`src/mic_pkg.sv`:
```
// Package of constants and carrier types for the interrupt controller
package mic_pkg;

    // Source count and bit positions in flag/enable words
    localparam int          NUM_SRC      = 7;
    localparam int          SRC_EXT_ONE  = 0;
    localparam int          SRC_EXT_TWO  = 1;
    localparam int          SRC_CONV     = 2;
    localparam int          SRC_T16      = 3;
    localparam int          SRC_CMP      = 4;
    localparam int          SRC_T8A      = 5;
    localparam int          SRC_T8B      = 6;

    // Register byte offsets on the AXI4-Lite slave
    localparam logic [7:0]  OFS_ENABLE   = 8'h00;
    localparam logic [7:0]  OFS_REQUEST  = 8'h04;
    localparam logic [7:0]  OFS_EDGE     = 8'h08;
    localparam logic [7:0]  OFS_SP       = 8'h0C;
    localparam logic [7:0]  OFS_CTRL     = 8'h10;
    localparam logic [7:0]  OFS_EVT      = 8'h14;
    localparam logic [7:0]  OFS_EVT_MASK = 8'h18;

    // Bit positions in the control/status register
    localparam int          CTRL_GIE     = 0;
    localparam int          CTRL_ACTIVE  = 1;

    // Event status bits: interrupt taken, return done
    localparam int          EVT_ENTRY    = 0;
    localparam int          EVT_RETURN   = 1;
    localparam int          NUM_EVT      = 2;

    // Values after reset, plus vector address and pointer step
    localparam logic [6:0]  RST_ENABLE   = 7'h00;
    localparam logic [6:0]  RST_REQUEST  = 7'h00;
    localparam logic [13:0] RST_EDGE     = 14'h1555;
    localparam logic [7:0]  RST_SP       = 8'h00;
    localparam logic [15:0] VECTOR_ADDR  = 16'h0010;
    localparam logic [7:0]  SP_STEP      = 8'h02;

    // AXI response codes
    localparam logic [1:0]  RESP_OKAY    = 2'h0;
    localparam logic [1:0]  RESP_SLVERR  = 2'h2;

    // Edge select codes per source
    typedef enum logic [1:0] {
        EDGE_BOTH    = 2'h0,
        EDGE_RISE    = 2'h1,
        EDGE_FALL    = 2'h2,
        EDGE_RSVD    = 2'h3
    } mic_edge_t;

    // CPU instruction strobes toward the controller
    typedef struct packed {
        logic        set_gie;
        logic        clr_gie;
        logic        ret;
        logic        push_af;
        logic        pop_af;
        logic [15:0] pc;
        logic [7:0]  acc;
        logic [7:0]  flags;
    } mic_cpu_req_t;

    // Stack memory access toward data memory
    typedef struct packed {
        logic        we;
        logic        re;
        logic [7:0]  addr;
        logic [15:0] wdata;
    } mic_mem_req_t;

    // Controller answer to the CPU sequencer
    typedef struct packed {
        logic        load_pc;
        logic [15:0] pc;
        logic        load_af;
        logic [7:0]  acc;
        logic [7:0]  flags;
        logic        busy;
    } mic_cpu_rsp_t;

    // Sequencer states
    typedef enum logic [2:0] {
        ST_IDLE,
        ST_ENTRY,
        ST_RET_RD,
        ST_RET_LD,
        ST_POP_RD,
        ST_POP_LD
    } mic_state_t;

endpackage

```
`src/mic_irq_ctrl.sv`:
```
// Interrupt controller: request flags, masking, entry/return sequencer, AXI4-Lite regs
// Function
// - Seven request sources: two external pin pairs, converter, three timers, comparator.
// - Each source has its own enable bit gating dispatch.
// - Flags set only by hardware; software clears them via the flag register.
// - Edge select picks rising, falling or both edges per source.
// - Global enable gates all requests; enable and disable instructions set/clear it.
// - On entry push PC at pointer, pointer plus two, clear global enable, vector.
// - On return pop PC, pointer minus two, set global enable, resume.
// - Flags still set by events while the source enable is zero.
// - Service routine can read the request flag register.
// - Push and pop instructions save and restore working and flag registers.
// - Build option picks one of two pins for each external source.
`timescale 1ns/1ps
module mic_irq_ctrl
    import mic_pkg::*;
#(
    parameter bit EXT_ONE_ALT = 1'b0,
    parameter bit EXT_TWO_ALT = 1'b0
)(
    input  wire logic                aclk,
    input  wire logic                aresetn,

    input  wire logic [1:0]          ext_pin_pair_one,
    input  wire logic [1:0]          ext_pin_pair_two,
    input  wire logic                conv_level,
    input  wire logic                sixteen_bit_timer_level,
    input  wire logic                comparator_unit_level,
    input  wire logic                eight_bit_timer_a_level,
    input  wire logic                eight_bit_timer_b_level,

    input  wire logic                insn_boundary,
    input  wire mic_pkg::mic_cpu_req_t cpu_req,
    output      mic_pkg::mic_cpu_rsp_t cpu_rsp,
    output      mic_pkg::mic_mem_req_t mem_req,
    input  wire logic [15:0]         mem_rdata,

    input  wire logic [7:0]          s_axi_awaddr,
    input  wire logic                s_axi_awvalid,
    output      logic                s_axi_awready,
    input  wire logic [31:0]         s_axi_wdata,
    input  wire logic [3:0]          s_axi_wstrb,
    input  wire logic                s_axi_wvalid,
    output      logic                s_axi_wready,
    output      logic [1:0]          s_axi_bresp,
    output      logic                s_axi_bvalid,
    input  wire logic                s_axi_bready,
    input  wire logic [7:0]          s_axi_araddr,
    input  wire logic                s_axi_arvalid,
    output      logic                s_axi_arready,
    output      logic [31:0]         s_axi_rdata,
    output      logic [1:0]          s_axi_rresp,
    output      logic                s_axi_rvalid,
    input  wire logic                s_axi_rready,

    output      logic                irq
);
    import mic_pkg::*;

    // Elaboration check: source layout is fixed at seven lines
    if (NUM_SRC != 7)
    begin : g_bad_src
        $error("mic_irq_ctrl supports exactly seven sources");
    end

    // All state of the block
    typedef struct packed {
        logic [NUM_SRC-1:0]   sync1;
        logic [NUM_SRC-1:0]   sync2;
        logic [NUM_SRC-1:0]   prev;
        logic [NUM_SRC-1:0]   request;
        logic [NUM_SRC-1:0]   enable;
        logic [2*NUM_SRC-1:0] edge_sel;
        logic [7:0]           sp;
        logic                 gie;
        logic [NUM_EVT-1:0]   evt;
        logic [NUM_EVT-1:0]   evt_mask;

        mic_state_t           state;
        mic_cpu_rsp_t         rsp;
        mic_mem_req_t         mem;

        logic                 aw_held;
        logic [7:0]           aw_addr;
        logic                 w_held;
        logic [31:0]          w_data;
        logic [3:0]           w_strb;

        logic                 bvalid;
        logic [1:0]           bresp;
        logic                 rvalid;
        logic [31:0]          rdata;
        logic [1:0]           rresp;
    } mic_regs_t;

    mic_regs_t           r_ff;
    mic_regs_t           nxt_r;

    logic [NUM_SRC-1:0]  raw_src;
    logic [NUM_SRC-1:0]  hw_set;
    logic                take_irq;
    logic                wr_go;
    logic                rd_go;

    // Edge detect by select code; reserved code treated as both edges
    function automatic logic edge_hit(input logic [1:0] sel, input logic cur,
                                      input logic old);
        case (sel)
            EDGE_RISE: edge_hit = cur & ~old;
            EDGE_FALL: edge_hit = ~cur & old;
            default:   edge_hit = cur ^ old;
        endcase
    endfunction

    // Address decode shared by read and write paths
    function automatic logic addr_ok(input logic [7:0] a);
        addr_ok = (a == OFS_ENABLE) || (a == OFS_REQUEST) || (a == OFS_EDGE) ||
                  (a == OFS_SP) || (a == OFS_CTRL) || (a == OFS_EVT) ||
                  (a == OFS_EVT_MASK);
    endfunction

    // Pin pair selection fixed at build time
    assign raw_src[SRC_EXT_ONE] = ext_pin_pair_one[EXT_ONE_ALT];
    assign raw_src[SRC_EXT_TWO] = ext_pin_pair_two[EXT_TWO_ALT];
    assign raw_src[SRC_CONV]    = conv_level;
    assign raw_src[SRC_T16]     = sixteen_bit_timer_level;
    assign raw_src[SRC_CMP]     = comparator_unit_level;
    assign raw_src[SRC_T8A]     = eight_bit_timer_a_level;
    assign raw_src[SRC_T8B]     = eight_bit_timer_b_level;

    // Per-source edge detect on the second synchroniser stage
    genvar gi;
    generate
        for (gi = 0; gi < NUM_SRC; gi++)
        begin : g_edge
            assign hw_set[gi] = edge_hit(r_ff.edge_sel[2*gi +: 2], r_ff.sync2[gi],
                                         r_ff.prev[gi]);
        end
    endgenerate

    // Dispatch needs global enable, an enabled pending flag and an idle sequencer
    assign take_irq = r_ff.gie && |(r_ff.request & r_ff.enable) &&
                      insn_boundary && (r_ff.state == ST_IDLE);

    // AXI handshakes are combinational from the hold flags
    assign s_axi_awready = ~r_ff.aw_held;
    assign s_axi_wready  = ~r_ff.w_held;
    assign s_axi_arready = ~r_ff.rvalid;
    assign s_axi_bvalid  = r_ff.bvalid;
    assign s_axi_bresp   = r_ff.bresp;
    assign s_axi_rvalid  = r_ff.rvalid;
    assign s_axi_rdata   = r_ff.rdata;
    assign s_axi_rresp   = r_ff.rresp;
    assign cpu_rsp       = r_ff.rsp;
    assign mem_req       = r_ff.mem;
    assign irq           = |(r_ff.evt & r_ff.evt_mask);
    assign wr_go         = r_ff.aw_held && r_ff.w_held && !r_ff.bvalid;
    assign rd_go         = s_axi_arvalid && !r_ff.rvalid;

    // Next-state logic for the whole block
    always_comb
    begin
        nxt_r = r_ff;
        // Two-flop synchroniser, then edge history
        nxt_r.sync1 = raw_src;
        nxt_r.sync2 = r_ff.sync1;
        nxt_r.prev  = r_ff.sync2;
        nxt_r.rsp.load_pc = 1'b0;
        nxt_r.rsp.load_af = 1'b0;
        nxt_r.mem.we = 1'b0;
        nxt_r.mem.re = 1'b0;

        // Capture address and data in either order
        if (s_axi_awvalid && !r_ff.aw_held)
        begin
            nxt_r.aw_held = 1'b1;
            nxt_r.aw_addr = s_axi_awaddr;
        end
        if (s_axi_wvalid && !r_ff.w_held)
        begin
            nxt_r.w_held = 1'b1;
            nxt_r.w_data = s_axi_wdata;
            nxt_r.w_strb = s_axi_wstrb;
        end

        // Register write; only byte lane 0 or 1 carries data
        if (wr_go)
        begin
            nxt_r.aw_held = 1'b0;
            nxt_r.w_held  = 1'b0;
            nxt_r.bvalid  = 1'b1;
            nxt_r.bresp   = addr_ok(r_ff.aw_addr) ? RESP_OKAY : RESP_SLVERR;
            if (r_ff.w_strb[0])
            begin
                case (r_ff.aw_addr)
                    OFS_ENABLE:   nxt_r.enable = r_ff.w_data[NUM_SRC-1:0];
                    OFS_REQUEST:  nxt_r.request = r_ff.request &
                                                  r_ff.w_data[NUM_SRC-1:0];
                    OFS_EDGE:     nxt_r.edge_sel[7:0] = r_ff.w_data[7:0];
                    OFS_SP:       nxt_r.sp = r_ff.w_data[7:0];
                    OFS_EVT_MASK: nxt_r.evt_mask = r_ff.w_data[NUM_EVT-1:0];
                    // Read-only or unmapped: left alone
                    default:      ;
                endcase
            end
            if (r_ff.w_strb[1] && r_ff.aw_addr == OFS_EDGE)
                nxt_r.edge_sel[13:8] = r_ff.w_data[13:8];
        end
        if (r_ff.bvalid && s_axi_bready)
            nxt_r.bvalid = 1'b0;

        // Register read; reading event status clears it
        if (rd_go)
        begin
            nxt_r.rvalid = 1'b1;
            nxt_r.rresp  = addr_ok(s_axi_araddr) ? RESP_OKAY : RESP_SLVERR;
            case (s_axi_araddr)
                OFS_ENABLE:   nxt_r.rdata = {25'h0, r_ff.enable};
                OFS_REQUEST:  nxt_r.rdata = {25'h0, r_ff.request};
                OFS_EDGE:     nxt_r.rdata = {18'h0, r_ff.edge_sel};
                OFS_SP:       nxt_r.rdata = {24'h0, r_ff.sp};
                OFS_CTRL:     nxt_r.rdata = {30'h0, (r_ff.state != ST_IDLE), r_ff.gie};
                OFS_EVT:
                begin
                    nxt_r.rdata = {30'h0, r_ff.evt};
                    nxt_r.evt   = '0;
                end
                OFS_EVT_MASK: nxt_r.rdata = {30'h0, r_ff.evt_mask};
                default:      nxt_r.rdata = 32'h0;
            endcase
        end
        if (r_ff.rvalid && s_axi_rready)
            nxt_r.rvalid = 1'b0;

        // Hardware sets apply after the clear, so a set wins
        nxt_r.request = nxt_r.request | hw_set;

        // Instruction-driven global enable
        if (cpu_req.set_gie)
            nxt_r.gie = 1'b1;
        if (cpu_req.clr_gie)
            nxt_r.gie = 1'b0;

        // Entry and return sequencer
        case (r_ff.state)
            ST_IDLE:
            begin
                nxt_r.rsp.busy = 1'b0;
                if (take_irq)
                begin
                    // Pointer LSB is assumed zero; two-byte slot
                    nxt_r.mem.we    = 1'b1;
                    nxt_r.mem.addr  = r_ff.sp;
                    nxt_r.mem.wdata = cpu_req.pc;
                    nxt_r.sp        = r_ff.sp + SP_STEP;
                    nxt_r.gie       = 1'b0;
                    nxt_r.rsp.busy  = 1'b1;
                    nxt_r.state     = ST_ENTRY;
                end
                else if (cpu_req.ret)
                begin
                    nxt_r.sp       = r_ff.sp - SP_STEP;
                    nxt_r.mem.re   = 1'b1;
                    nxt_r.mem.addr = r_ff.sp - SP_STEP;
                    nxt_r.rsp.busy = 1'b1;
                    nxt_r.state    = ST_RET_RD;
                end
                else if (cpu_req.push_af)
                begin
                    nxt_r.mem.we    = 1'b1;
                    nxt_r.mem.addr  = r_ff.sp;
                    nxt_r.mem.wdata = {cpu_req.flags, cpu_req.acc};
                    nxt_r.sp        = r_ff.sp + SP_STEP;
                end
                else if (cpu_req.pop_af)
                begin
                    nxt_r.sp       = r_ff.sp - SP_STEP;
                    nxt_r.mem.re   = 1'b1;
                    nxt_r.mem.addr = r_ff.sp - SP_STEP;
                    nxt_r.rsp.busy = 1'b1;
                    nxt_r.state    = ST_POP_RD;
                end
            end
            ST_ENTRY:
            begin
                // Redirect fetch to the vector
                nxt_r.rsp.load_pc = 1'b1;
                nxt_r.rsp.pc      = VECTOR_ADDR;
                nxt_r.rsp.busy    = 1'b0;
                nxt_r.evt[EVT_ENTRY] = 1'b1;
                nxt_r.state       = ST_IDLE;
            end
            ST_RET_RD:
                nxt_r.state = ST_RET_LD;
            ST_RET_LD:
            begin
                // Memory data valid one cycle after the read strobe
                nxt_r.rsp.load_pc = 1'b1;
                nxt_r.rsp.pc      = mem_rdata;
                nxt_r.gie         = 1'b1;
                nxt_r.rsp.busy    = 1'b0;
                nxt_r.evt[EVT_RETURN] = 1'b1;
                nxt_r.state       = ST_IDLE;
            end
            ST_POP_RD:
                nxt_r.state = ST_POP_LD;
            ST_POP_LD:
            begin
                nxt_r.rsp.load_af = 1'b1;
                nxt_r.rsp.acc     = mem_rdata[7:0];
                nxt_r.rsp.flags   = mem_rdata[15:8];
                nxt_r.rsp.busy    = 1'b0;
                nxt_r.state       = ST_IDLE;
            end
            default:
                nxt_r.state = ST_IDLE;
        endcase
    end

    // Single register stage with synchronous reset
    always_ff @(posedge aclk)
    begin
        if (!aresetn)
        begin
            r_ff          <= '0;
            r_ff.request  <= RST_REQUEST;
            r_ff.enable   <= RST_ENABLE;
            r_ff.edge_sel <= RST_EDGE;
            r_ff.sp       <= RST_SP;
            r_ff.state    <= ST_IDLE;
            r_ff.bresp    <= RESP_OKAY;
            r_ff.rresp    <= RESP_OKAY;
        end
        else
            r_ff <= nxt_r;
    end

endmodule // mic_irq_ctrl

```
`config.mk`:
```
export PLATFORM = sky130hd
export DESIGN_NAME = mic_irq_ctrl
export DESIGN_NICKNAME = d
export VERILOG_FILES = /design/src/mic_pkg.sv /design/src/mic_irq_ctrl.sv
export SDC_FILE = /design/constraint.sdc
export NUM_CORES = 1
export LEC_CHECK = 0
export ABC_CLOCK_PERIOD_IN_PS = 5000
export BUFFER_PORTS_ARGS = -buffer_cell sky130_fd_sc_hd__buf_2
export CAP_MARGIN = 20
export CORE_ASPECT_RATIO = 0.7
export CORE_UTILIZATION = 55
export DETAILED_ROUTE_END_ITERATION = 8
export GPL_ROUTABILITY_DRIVEN = 1
export HOLD_SLACK_MARGIN = 0.05
export PLACE_DENSITY = 0.84
export SYNTH_ARGS = -nofsm -noshare
export SYNTH_HDL_FRONTEND = slang
export SYNTH_SLANG_ARGS = --single-unit
```
`constraint.sdc`:
```
create_clock -name aclk -period 5 [get_ports aclk]
set_clock_uncertainty 0.05 [all_clocks]
set_input_delay 0.25 -clock aclk [delete_from_list [all_inputs] [get_ports aclk]]
set_output_delay 0.25 -clock aclk [all_outputs]
set_load 0.1 [all_outputs]
```
After elaboration in Yosys (flattened, before gate mapping)
Index checks and enable logic that the tools add are counted.

Register bits after elaboration: 190. Logic and storage cells: 221.

$add $sub $neg: 2. Equal/unequal tests: 34. Multiplexer cells: 52. Bitwise gates (word level): 44. Reduce and logical (&&, ||, !) cells: 56.

Operators with widths (number): $pmux W14 S7 (1); $mux W8 (8); $eq A8 B5 Y1 const B (6); $mux W16 (3); $mux W36 (1); $pmux W17 S2 (1); $eq A8 B4 Y1 const B (4); $mux W24 (1); $not A1 Y1 (19); $mux W9 (2); $pmux W1 S2 (9); $mux W17 (1); $eq A8 B3 Y1 const B (2); $logic_not A8 Y1 (2); $and A1 B1 Y1 (14); $and A7 B7 Y7 (2); $eq A2 B1 Y1 const B (7); $eq A2 B2 Y1 const B (7); $mux W14 (1); $mux W7 (2); $reduce_bool A2 Y1 (7); $logic_or A1 B1 Y1 (12); $mux W3 (4); $reduce_and A2 Y1 (6); 23 further kinds (66).

Depth between registers and ports, before layout
Word-level depth: 9. Depth in mapped cells: 7. Mapped depth without buffers: 7.

Worst setup path after synthesis
Ideal clock, no wire load.

Kind: register -> register. From: register r_ff (netlist bit s_axi_rvalid). To: register r_ff (netlist bit s_axi_rdata[2]). Setup time: 0.074 ns. Arrival time: 2.242 ns. Required time: 4.876 ns. Slack: 2.634 ns. Stages on the path, launching flop included: 5. Path through: dfxtp_1 -> inv_1 -> a21oi_1 -> nand2_1 -> o21ai_0.

Cells in the longest elaborated chain, start to end: 2.

Ends and longest elaborated chain: start: declaration (line mic_irq_ctrl.sv:96) `mic_regs_t r_ff;`; start signal: assignment (line mic_irq_ctrl.sv:335) `r_ff <= nxt_r;`; $logic_not A1 Y1 (line mic_irq_ctrl.sv:158) `assign rd_go = s_axi_arvalid && !r_ff.rvalid;`; $logic_and A1 B1 Y1 (line mic_irq_ctrl.sv:158).

Every way passes these cells. A chain may end at the register's enable or synchronous reset.

Worst setup path after layout
Ends and elaborated chain as after synthesis.

==> out/qor.yml <==
sta:
  clock.fmax_mhz: 401.1
  max_slew_margin_pct: 32.18
  worstMarginPinSlew_ns: 1.014
  post-route-period-util_pct: 49.86
  finalMaxSlewViolations: 0
  rsz0062_at_grt: "no"
  hold_viol: 0
  fin_tns_setup_ns: 0
  fin_crit_ns: 2.493
  setup_viol: 0
cts:
  numCtsBuffers: 17
  cts.clk_slew.worst_paths_ns: 0.06
  clkSinkCount: 170
  cts_max_path_buffers: 2
  cts_tree: "yes"
  cts_root_buf: "clkbuf_16"
  cts_setup_buffers: 0
  post_cts.resized_instances: 0
  clk_latency_ns: 0.43
  hold_buffers: 52
  htree_levels: 4
power_and_ir_drop:
  finalPower_mw: 3.740
  switching_power_mw: 1.200
  internal-power_mw: 2.540
  p_comb_share_pct: 20.4
  sw_frac_of_total_pct: 32.09
  p_leak_nw: 4.205
  seqPwrFrac_pct: 40.3
  pwr-share-clk_pct: 39.3
  peakVddDrop_mv: 0.2960
  power_density_nw_per_um2: 394.3
routing:
  wl_mm: 19.63
  post_drt_wl_per_cell_um: 15.98
  viasPerCell: 5.385
  drc: 0
  dr.pass1.iters: 5
  ant_nets: 0
  vias: 6613
  drt_iter0_drc: 434
critical_path:
  path_cells: "nand2b_1 -> nor3_1 -> nand2_1 -> or2_2 -> o21ai_0"
  cp-end-kind: "register"
  reg2reg_depth: 5
  cp_max_fo: 12
  worst-setup-path-type: "register to register"
  r2r_slack_ns: 2.51
  r2r_end: "s_axi_rdata[2]"
  start_kind: "register"
  cp_data_arrival_time_ns: 2.78
  crit_slowest_cell: "nor3_1"
  worstPathRequired_ns: 5.29
  reg2reg_from: "s_axi_rvalid"
  slowest_delay_ns: 0.82
yosys:
  synth.top_cell.area_share_pct: 42.81
  synth_edf_count: 0
  yosys_warnings: 0
  netlist_top_cells_count: "170 x dfxtp_1, 99 x buf_4, 97 x nand2_1"
  async_reset_ff_share_pct: 0
  synthesis.instances: 892
  synth_most_common_cell: "dfxtp_1"
  synthFlopType: "dfxtp_1"
  synth_cell_types: 60
  syn-mean-instance-area_um2: 8.913
  yosysTopAreaCell: "dfxtp_1"
  ys_seq_area_share_pct: 42.81
  synth_area_um2: 7950
  synth_area_leaders: "dfxtp_1 43%, buf_4 9.3%, mux2i_1 5.4%, ha_1 4.7%, nand2_1 4.6%"
  ys_ff_latch: 170
grt:
  grt_pass1_wl_mm: 31.06
  grtUsageTotal_pct: 26.20
  grt_remaining_overflow: 0
  grt_max_degree: 47
  antenna_found_initial: 0
  first_global_vias: 6196
floorplan:
  initial_utilization_pct: 56.75
  io_pins: 225
  die_x_um: 145.7
  row_count: 36
  core_area_um2: 14010
  die_h_um: 102.6
  die_area_um2: 14950
placed_design:
  hpwl_mm: 13.06
  port_buffers: 182
  gp_congestion: 0.8637
cells_and_area:
  antennaDiodeCount: 0
  ff_latch_area_um2: 3403
  multi_input_area_um2: 3516
  nets: 1177
  nFillCells: 1112
  area_growth_pct: 19.28
  drive_above_1_share_pct: 23.51
flow_run:
  drv_cap: 0
worst_hold_path:
  worstHoldStart: "cpu_req[6]"
  whs_endpoint: "mem_req[14]"
  hold_path_class: "input port to register"
  hold_depth: 3
run_status:
  status: "complete, no violations"
[power groups by stage]
stage	Sequential, mW	Clock [mW]	Combinational, mW
CTS	1.50	1.49	0.754
detailed placement	1.53	0	0.719
global route	1.52	1.55	0.811
floorplan	1.50	0	0.659
global placement	1.53	0	0.706
finish	1.51	1.47	0.761
[layout make-up]
| class | instances | share of cell area [%] |
|---|---|---|
| sequential | 170 | 35.89 |
| inverter | 44 | 1.755 |
| multi-input combinational | 550 | 37.08 |
| timing repair buffer | 242 | 15.79 |
| clock inverter | 15 | 2.494 |
| clock buffer | 17 | 4.486 |
| tap | 190 | 2.507 |
[metrics by stage]
step           setup WS (ns)  cell area [µm²]  hold WS, ns  instances  utilization [%]
2_1_floorplan          2.634             8021       0.3158        911                -
3_3_place_gp           2.288             8279       0.3663       1142            59.10
3_5_place_dp           2.260             8290       0.3728       1143            59.18
4_1_cts                2.565             9473      0.05002       1227            67.62
5_1_grt                2.366             9483      0.09072       1228            67.69
6_report               2.507             9483      0.07867       1228            67.69
[routing by layer]
metal / vias to the layer above / track usage [%] / share of wire, %
li1: 3216 / - / -
met1: 3096 / 33.44 / 43
met2: 274 / 43.03 / 47
met3: 27 / 8.097 / 8.7
met4: 0 / 7.854 / 1.3
met5: - / 0 / 0
[logic make-up after synthesis]
logic type                 after synthesis  share of synthesized area (%)
and+or+nand+nor                        258                          14.97
adders and majority gates               30                          4.721
muxes                                   52                          7.491
other                                    1                        0.04717
xor gates and xnor gates                 4                         0.4407
buffers and inverters                  191                          13.87
DFF                                    170                          42.81
AOI/OAI and AO/OA                      186                          15.66
[sequential cells by signal, summed over array words and instances, names as in the netlist]
register      cells
cpu_rsp          35
mem_req          26
nxt_r            14
r_ff             77
s_axi_bresp       1
s_axi_bvalid      1
s_axi_rdata      14
s_axi_rresp       1
s_axi_rvalid      1
[critical path: cells and delay by family, from the launching register on]
| family | cells | cell delay [ns] |
|---|---|---|
| simple gates | 4 | 1.86 |
| flops | 1 | 0.33 |
| compound gates | 1 | 0.17 |
[layout by cell type (no fill, tap or decap), types with 17 or more instances in the layout]
| cell | n |
|---|---|
| buf_2 | 182 |
| dfxtp_1 | 170 |
| nand2_1 | 97 |
| nor2_1 | 73 |
| a21oi_1 | 57 |
| dlygate4sd3_1 | 53 |
| inv_1 | 43 |
| mux2i_1 | 43 |
| ha_1 | 30 |
| o21ai_0 | 27 |
| nand3_1 | 20 |
| conb_1 | 20 |
| a211oi_1 | 17 |
| clkbuf_16 | 17 |
[worst max path at each step]
stage	startpoint	to	slack, ns	cells after the start
final	s_axi_rvalid	s_axi_rdata[2]	2.51	5
after global routing	s_axi_rvalid	s_axi_rdata[5]	2.37	5
after CTS	s_axi_rvalid	s_axi_rdata[4]	2.56	5
after detailed placement	aresetn	cpu_rsp[23]	2.26	5
after global placement	aresetn	cpu_rsp[23]	2.29	5
after floorplan	s_axi_rvalid	s_axi_rdata[2]	2.63	4
Power figures use the tool's default switching activity.
